$ cat src/ieg_map.svh
`ifndef IEG_MAP_SVH
`define IEG_MAP_SVH

// Word geometry
`define IEG_WORD_W 32
`define IEG_SRC_W 12
`define IEG_RESET_VAL 32'h0000_0000

// Writable-bit masks per layout; zero bits are reserved
`define IEG_MASK_SINGLE 32'h073F_073F
`define IEG_MASK_SINGLE_2SP 32'h07FF_07FF
`define IEG_MASK_DUAL 32'hFFFF_0F3F

// Source index, equal to the processor-side bit position
`define IEG_B_EXT 0
`define IEG_B_S0TX 4
`define IEG_B_S0RX 5
`define IEG_B_S1TX 6
`define IEG_B_S1RX 7
`define IEG_B_T0 8
`define IEG_B_T1 9
`define IEG_B_DONE0 10
`define IEG_B_DONE1 11

// Single-channel DMA field starts here
`define IEG_DMA_OFS 16

// Dual-channel DMA field positions
`define IEG_D0_EXT 16
`define IEG_D0_S0TX 20
`define IEG_D1_S0RX 21
`define IEG_D1_T0 22
`define IEG_D1_T1 23
`define IEG_D0_T0 24
`define IEG_D0_T1 25
`define IEG_D0_XDONE 26
`define IEG_D1_XDONE 27
`define IEG_D1_EXT 28

`endif

$ cat src/ieg_pkg.sv
package ieg_pkg;

  // Register layout selected at build time
  typedef enum {
    IEG_SINGLE_ONE_SERIAL,
    IEG_SINGLE_TWO_SERIAL,
    IEG_DUAL_CHANNEL
  } ieg_layout_type;

  // State of one completion flag
  typedef struct packed {
    logic flag;
  } ieg_flag_state_type;

  // State of the enable block
  typedef struct packed {
    logic [31:0] word;
    logic [3:0] ext_s1;
    logic [3:0] ext_s2;
    logic [11:0] cpu_irq;
    logic [11:0] dma0_trig;
    logic [11:0] dma1_trig;
  } ieg_state_type;

endpackage : ieg_pkg

$ cat src/ieg_done_flag.sv
`timescale 1ns/10ps
`default_nettype none

module ieg_done_flag (
  // Clock and reset
  input wire logic clk,
  input wire logic resetn,
  // Channel events
  input wire logic count_zero,
  input wire logic tc_irq_ctl,
  input wire logic flag_clear,
  // Sticky completion flag
  output logic flag
);

  ieg_pkg::ieg_flag_state_type st_r;
  ieg_pkg::ieg_flag_state_type st_nxt;

  // Set beats clear so a completion in the clear cycle survives
  always_comb
  begin
    st_nxt = st_r;
    if (flag_clear)
    begin
      st_nxt.flag = 1'b0;
    end
    if (count_zero && tc_irq_ctl)
    begin
      st_nxt.flag = 1'b1;
    end
  end

  // State register
  always_ff @(posedge clk or negedge resetn)
  begin
    if (!resetn)
    begin
      st_r <= '0;
    end
    else
    begin
      st_r <= st_nxt;
    end
  end

  assign flag = st_r.flag;
endmodule : ieg_done_flag

`default_nettype wire

$ cat src/ieg_top.sv
// Behaviour
// - Enable word is one 32-bit register
// - Single layout: processor enables in low bits
// - Single layout: DMA enables in bits 16-26
// - Enable bit one passes its source
// - Enable bit zero blocks its source
// - Reset clears the whole word
// - Reserved bits read zero, ignore writes
// - Enable bits read back last written value
// - Bits 0-3 gate external inputs 0-3
// - Bits 4,5 gate serial 0 transmit, receive
// - Bits 6,7 serial 1 only with two ports
// - Bits 8,9 gate timer 0 and timer 1
// - Single layout: bit 10 gates DMA completion
// - Single DMA field mirrors low field plus 16
// - Dual: bits 10,11 gate channel completions
// - Dual: channel 0 DMA enable positions
// - Dual: channel 1 DMA enable positions
// - Dual: bits 26,27 cross-channel completion triggers
// - Completion flag needs count zero and control
// - Completion reaches processor only when enabled

`include "ieg_map.svh"

`timescale 1ns/10ps
`default_nettype none

module ieg_top #(
  // Build-time layout choice
  parameter ieg_pkg::ieg_layout_type LAYOUT = ieg_pkg::IEG_SINGLE_ONE_SERIAL
) (
  // Clock and reset
  input wire logic clk,
  input wire logic resetn,
  // Register-file write and read port
  input wire logic wr_en,
  input wire logic [31:0] wr_data,
  output logic [31:0] rd_data,
  // External interrupt pins, asynchronous
  input wire logic [3:0] ext_irq_pin,
  // On-chip interrupt sources, same clock
  input wire logic serial0_tx_irq,
  input wire logic serial0_rx_irq,
  input wire logic serial1_tx_irq,
  input wire logic serial1_rx_irq,
  input wire logic timer0_irq,
  input wire logic timer1_irq,
  // DMA channel completion events
  input wire logic [1:0] chan_count_zero,
  input wire logic [1:0] terminal_count_irq_ctl,
  input wire logic [1:0] chan_done_clear,
  // Sticky completion flags
  output logic [1:0] chan_done_flag,
  // Gated requests, indexed like the processor-side bits
  output logic [11:0] cpu_irq_out,
  output logic [11:0] dma0_trig_out,
  output logic [11:0] dma1_trig_out
);

  // Layout derived flags
  localparam bit IS_DUAL = (LAYOUT == ieg_pkg::IEG_DUAL_CHANNEL);
  localparam bit TWO_SERIAL = (LAYOUT == ieg_pkg::IEG_SINGLE_TWO_SERIAL);

  // Writable bits of the word for a layout
  function automatic logic [31:0] ieg_mask(input ieg_pkg::ieg_layout_type lay);
    logic [31:0] m;
    m = `IEG_MASK_SINGLE;
    case (lay)
      ieg_pkg::IEG_SINGLE_TWO_SERIAL: m = `IEG_MASK_SINGLE_2SP;
      ieg_pkg::IEG_DUAL_CHANNEL: m = `IEG_MASK_DUAL;
      default: m = `IEG_MASK_SINGLE;
    endcase
    return m;
  endfunction : ieg_mask

  // Per-source enables of one DMA channel in the dual layout;
  // positions follow the bit diagram, not the label text
  function automatic logic [11:0] ieg_dual_en(input logic [31:0] w, input logic chan);
    logic [11:0] e;
    e = 12'h000;
    if (!chan)
    begin
      e[`IEG_B_EXT +: 4] = w[`IEG_D0_EXT +: 4];
      e[`IEG_B_S0TX] = w[`IEG_D0_S0TX];
      e[`IEG_B_T0] = w[`IEG_D0_T0];
      e[`IEG_B_T1] = w[`IEG_D0_T1];
      e[`IEG_B_DONE1] = w[`IEG_D0_XDONE];
    end
    else
    begin
      e[`IEG_B_EXT +: 4] = w[`IEG_D1_EXT +: 4];
      e[`IEG_B_S0RX] = w[`IEG_D1_S0RX];
      e[`IEG_B_T0] = w[`IEG_D1_T0];
      e[`IEG_B_T1] = w[`IEG_D1_T1];
      e[`IEG_B_DONE0] = w[`IEG_D1_XDONE];
    end
    return e;
  endfunction : ieg_dual_en

  // Fixed mask for this build
  localparam logic [31:0] WR_MASK = ieg_mask(LAYOUT);

  // Registered state and its next value
  ieg_pkg::ieg_state_type st_r;
  ieg_pkg::ieg_state_type st_nxt;

  // Flags from the completion logic
  logic [1:0] done_flag;
  // Completion events allowed for this layout
  logic [1:0] count_zero_gated;
  // All sources, indexed like the processor bits
  logic [11:0] src;
  // Per-source enables toward each target
  logic [11:0] cpu_en;
  logic [11:0] dma0_en;
  logic [11:0] dma1_en;

  // Channel 1 does not exist in the single layout
  assign count_zero_gated = {chan_count_zero[1] & IS_DUAL, chan_count_zero[0]};

  // One sticky completion flag per channel
  genvar ch;
  generate
    for (ch = 0; ch < 2; ch++)
    begin : g_done
      ieg_done_flag u_flag (
        .clk(clk),
        .resetn(resetn),
        .count_zero(count_zero_gated[ch]),
        .tc_irq_ctl(terminal_count_irq_ctl[ch]),
        .flag_clear(chan_done_clear[ch]),
        .flag(done_flag[ch])
      );
    end
  endgenerate

  // Assemble the source vector; absent sources read as idle
  always_comb
  begin
    src = 12'h000;
    src[`IEG_B_EXT +: 4] = st_r.ext_s2;
    src[`IEG_B_S0TX] = serial0_tx_irq;
    src[`IEG_B_S0RX] = serial0_rx_irq;
    src[`IEG_B_S1TX] = serial1_tx_irq & TWO_SERIAL;
    src[`IEG_B_S1RX] = serial1_rx_irq & TWO_SERIAL;
    src[`IEG_B_T0] = timer0_irq;
    src[`IEG_B_T1] = timer1_irq;
    src[`IEG_B_DONE0] = done_flag[0];
    src[`IEG_B_DONE1] = done_flag[1] & IS_DUAL;
  end

  // Decode the word into per-target enable vectors
  always_comb
  begin
    cpu_en = st_r.word[11:0];
    if (IS_DUAL)
    begin
      dma0_en = ieg_dual_en(st_r.word, 1'b0);
      dma1_en = ieg_dual_en(st_r.word, 1'b1);
    end
    else
    begin
      // Same source order, shifted up by the DMA offset
      dma0_en = st_r.word[`IEG_DMA_OFS +: 12];
      dma1_en = 12'h000;
    end
  end

  // Next-state logic
  always_comb
  begin
    st_nxt = st_r;
    // Pins pass two flops before anything reads them
    st_nxt.ext_s1 = ext_irq_pin;
    st_nxt.ext_s2 = st_r.ext_s1;
    // Reserved bits never store, so they always read zero
    if (wr_en)
    begin
      st_nxt.word = wr_data & WR_MASK;
    end
    // A one passes the source, a zero blocks it; the gate adds
    // one cycle so that every output comes from a flop
    st_nxt.cpu_irq = src & cpu_en;
    st_nxt.dma0_trig = src & dma0_en;
    st_nxt.dma1_trig = src & dma1_en;
  end

  // State register; reset leaves every source disabled
  always_ff @(posedge clk or negedge resetn)
  begin
    if (!resetn)
    begin
      st_r <= '0;
    end
    else
    begin
      st_r <= st_nxt;
    end
  end

  // Outputs straight from flops
  assign rd_data = st_r.word;
  assign cpu_irq_out = st_r.cpu_irq;
  assign dma0_trig_out = st_r.dma0_trig;
  assign dma1_trig_out = st_r.dma1_trig;
  assign chan_done_flag = done_flag;
endmodule : ieg_top

`default_nettype wire

$ cat config.mk
export PLATFORM = sky130hd
export DESIGN_NAME = ieg_top
export DESIGN_NICKNAME = d
export VERILOG_FILES = /design/src/ieg_pkg.sv /design/src/ieg_done_flag.sv /design/src/ieg_top.sv
export VERILOG_INCLUDE_DIRS = /design/src
export SDC_FILE = /design/constraint.sdc
export NUM_CORES = 1
export LEC_CHECK = 0
export BUFFER_PORTS_ARGS = -buffer_cell sky130_fd_sc_hd__clkbuf_2
export CAP_MARGIN = 40
export CORE_MARGIN = 4
export CORE_UTILIZATION = 40
export DETAILED_ROUTE_END_ITERATION = 8
export HOLD_SLACK_MARGIN = 0.15
export PLACE_DENSITY = 0.86
export RECOVER_POWER = 50
export SKIP_LAST_GASP = 1
export SLEW_MARGIN = 10
export SYNTH_ARGS = -nofsm -noshare
export SYNTH_HDL_FRONTEND = slang
export SYNTH_SLANG_ARGS = --single-unit
$ cat constraint.sdc
create_clock -name clk -period 1 [get_ports clk]
set_input_delay 0.2 -clock clk [delete_from_list [all_inputs] [get_ports clk]]
set_output_delay 0.2 -clock clk [all_outputs]
set_load 0.005 [all_outputs]
* Yosys cells after proc, flatten, opt, wreduce, memory -nomap -nowiden *
Cells that the tools add are included.

cells by class
  mux-type cells = 2
  bitwise operators = 2
  reductions and logical operators = 2

operators with widths
  cell                number
  AND 11 bit          2
  two-way mux 1 bit   2
  nonzero test 2 bit  1
  logical AND 1 bit   1

storage, ports and cells
  flip-flop bits (word level) = 51
  input port bits = 51
  output and inout port bits = 70
  logic and storage cells = 12

* Longest topological paths before layout *
  depth after elaboration = 2
  gate-level depth with buffers = 3
  depth with buffers taken out = 2

* Modules after synthesis *
From an unflattened synthesis, not the netlist that was laid out.

unflattened totals
  cells, all modules = 124
  area, all modules = 1,819.2 um^2

modules (own cells, without submodules)
  module         times used  cells an instance  area each (um^2)  seq. area each (um^2)
  ieg_top        1           116                1,736.7           1,101.1
  ieg_done_flag  2           4                  41.3              25.0

* Worst setup path after synthesis *
OpenSTA, ideal clock, no wires.

  path kind = input to register
  from = input port wr_en
  to = register st_r (netlist bit rd_data[0])
  library setup time = 0.125 ns
  arrival time = 0.743 ns
  slack = 0.132 ns
  cell stages on the path = 3
  cell sequence = buf_6 > buf_12 > mux2_4

RTL lines
  item                  RTL line        RTL
  from (decl)           ieg_top.sv:36   input wire logic wr_en,
  to (signal assigned)  ieg_top.sv:197  st_r <= st_nxt;
  to (decl)             ieg_top.sv:104  ieg_pkg::ieg_state_type st_r;

No word-level cell between the ends.

* Worst setup path after layout *
  from = register st_r (netlist bit rd_data[21])
  to = output port rd_data[21]

RTL lines
  item       RTL line       RTL
  to (decl)  ieg_top.sv:38  output logic [31:0] rd_data,

No word-level cell between the ends.

==> impl_summary.log <==
INFO  metric run_status = complete, but fails checks
INFO  metric violated_checks = negative setup slack
INFO  metric crit_family = flip-flops
INFO  metric total_power = 3.80 mW
INFO  metric worst_skew_pair.late_latency = 290 ps
INFO  metric worst_r2r_path_depth = 2
INFO  metric wire_length_of_the_first_global_routing_pass = 5440 µm
INFO  metric post_synth_main_area_contributors = dfrtp_1 63%, buf_4 14%, mux2_4 8.4%
INFO  metric final_area = 2570 µm²
INFO  metric combinational_family_with_the_most_area_after_synthesis = buffers and inverters
INFO  metric timing.critical_path.slowest_cell_delay = 400 ps
INFO  metric power.leakage = 1.38 nW
INFO  metric min_from = st_nxt[36]
INFO  metric post-route-period-util = 101%
INFO  metric synthCells = 121
INFO  metric drc = 0
INFO  metric std_cell_core_area = 4320 µm²
INFO  metric timing.final.ws_setup = -8.90 ps
INFO  metric required = 800 ps
INFO  metric grt.total_usage = 13.3%
INFO  metric gpl.final_weighted_congestion = 0.746
INFO  metric total_count_of_max_transition_violations_in_the_final_report = 0
INFO  metric sink_count_of_the_clock_tree = 45
INFO  metric crit_path_start = rd_data[21]
INFO  metric yosysWarningCount = 0
INFO  metric intPower = 2.87 mW
INFO  metric dr.first_iter.drc_count = 37
INFO  metric synth.area.mux_share = 13.5%
INFO  metric die-width = 74.7 µm
INFO  metric power_frac_clock = 29.2%
INFO  metric switch_share = 24.5%
INFO  metric syn_avg_cell_area = 14.7 µm²
INFO  metric grt_start_max_net_pins = 46
INFO  metric num_io_pins = 121
INFO  metric cts_tree = yes
INFO  metric critical-path-slowest-cell = dfrtp_1
INFO  metric share_of_post_route_cells_with_drive_strength_above_1 = 46.3%
INFO  metric clock-root-buffer = clkbuf_8
INFO  metric power_density = 1480 nW/µm²
INFO  metric initial_cell_density_of_the_core = 41.2%
INFO  metric timing.hold.worst.class = register to register
INFO  metric clock-skew-final = 5.24 ps
INFO  metric dieHeight = 74.7 µm
INFO  metric yosys.area.top_type = dfrtp_1
INFO  metric rsz0062_at_grt = true
INFO  metric power_frac_comb = 17.5%
INFO  metric syn-cell-area = 1780 µm²
INFO  metric io_buffers = 68
INFO  metric hold_slack = 356 ps
INFO  metric timing.hold.worst_path_depth = 0
INFO  metric drt-pass1-iter-count = 2
INFO  metric htreeDepth = 2
INFO  metric cp_depth = 1
INFO  metric vias_after_detailed_routing = 1171
INFO  metric setup.worst_path.end_class = primary output
INFO  metric diodes = 0
INFO  metric finish.utilization = 59.4%
INFO  metric worst-r2r-setup-slack = 100 ps
INFO  metric placement_rows = 24
INFO  metric final-setup-viol-count = 3
INFO  metric number_of_global_route_vias_before_repair = 1190
INFO  metric period_needed = 1010 ps
INFO  metric p_switching = 0.933 mW
INFO  metric drtAntennaViolNets = 0
INFO  metric layout_common_cells = 67 x clkbuf_2, 45 x dfrtp_1, 33 x conb_1
INFO  metric synth-simple-area-share = 6.53%
INFO  metric total_of_flip_flops_plus_latches_after_synthesis = 45
INFO  metric synth_top_cell_area_share = 63.2%
INFO  metric timing.critical_path.buf_inv = 1
INFO  metric crit_fanout = 3
INFO  metric cts_resized = 0
INFO  metric synth-adder-area-share = 0%
INFO  metric mean_number_of_vias_per_cell = 3.98
INFO  metric clkSlewWorstSetupHoldPaths = 90 ps
INFO  metric synthToLayoutAreaGrowth = 44.2%
INFO  metric dpl.hpwl = 2340 µm
INFO  metric crit-reg2reg-launch = rd_data[16]
INFO  metric worst-endpoint-arrival = 810 ps
INFO  metric worst_setup_path_start_kind = register
INFO  metric path_class = register to primary output
INFO  metric synth_compound_gate_area_share = 0.281%
INFO  metric drt-total-wl = 3590 µm
INFO  metric post_synth_xor_area_fraction = 0%
INFO  metric dieArea = 5590 µm²
INFO  metric path_cells = clkbuf_2
INFO  metric max_freq = 991 MHz
INFO  metric design.final.nets = 292
INFO  metric layout_commonest_cell = clkbuf_2
INFO  metric placed_cell_area = 2060 µm²
INFO  metric grt_antenna_before_repair = 0
INFO  metric synth_seq_area_share = 63.2%
INFO  metric finalHoldViolations = 0
INFO  metric count_of_maximum_capacitance_violations = 0
INFO  metric cts_made_buffers = 5
INFO  metric share_seq_of_total_power = 53.4%
INFO  metric fin_tns_setup = -19.7 ps
INFO  metric clock_path_buffers = 2
INFO  metric synth.lib_cells_used.distinct = 11
INFO  metric vdd_ir_drop_max = 0.534 mV
INFO  metric grt_overflow = 0
INFO  metric wire_per_inst = 12.2 µm
## stage by stage
stage	worst slack (ps)	cells
after floorplan	132	153
final	-8.90	294
after detailed placement	31.5	239
after global placement	46.7	239
after global routing	-58.5	294
after CTS	-29.0	293
## power groups by stage
stage,combinational (mW),clock (mW),sequential (mW)
2_1_floorplan,0.290,0,2.08
3_3_place_gp,0.453,0,2.07
3_5_place_dp,0.467,0,2.08
4_1_cts,0.670,1.16,2.03
5_1_grt,0.739,1.24,2.05
6_report,0.665,1.11,2.03
## sequential cells by signal (all words and copies together), names as in the netlist
register	count
rd_data	18
cpu_irq_out	9
dma0_trig_out	9
src	4
st_nxt	4
g_done.u_flag.flag	1
## timing repair
action | 4_1_cts | 5_1_grt
setup buffers | 16 | 1
hold buffers | 30 | 0
setup endpoints to repair | 19 | 34
endpoints found under the hold margin | 76 | 0
## synth_stat cells, drive strengths merged
library cell,number
mux2,18
buf,36
nand2,1
dfrtp,45
conb,1
o21ai,1
and2,18
inv,1
## cell type report
cell class / instances / area (µm²)
tap: 52 / 65.1
sequential: 45 / 1130
multi-input combinational: 71 / 485
clock buffer: 5 / 68.8
clock inverter: 3 / 21.3
timing repair buffer: 117 / 798
fill: 360 / 1760
inverter: 1 / 3.75
## routing by layer
layer / up-vias / GRT usage (%) / share of wire [%]
li1: 554 / - / -
met2: 53 / 25.0 / 55
met4: 0 / 6.52 / 2.0
met1: 557 / 14.0 / 35
met3: 7 / 2.67 / 7.2
met5: - / 0 / 0
## logic make-up after synthesis
family / Yosys count
AOI/OAI and AO/OA: 1
buffers and inverters: 37
DFF: 45
muxes: 18
other: 1
and+or+nand+nor: 19
## worst paths after layout
path / endpoint
setup / recovery: rd_data[21]
hold / removal: src[0]
setup reg to reg: rd_data[16]
hold reg to reg: src[0]
max in group asynchronous: dma0_trig_out[1]
min in group asynchronous: rd_data[0]
Power figures use the tool's default switching activity.
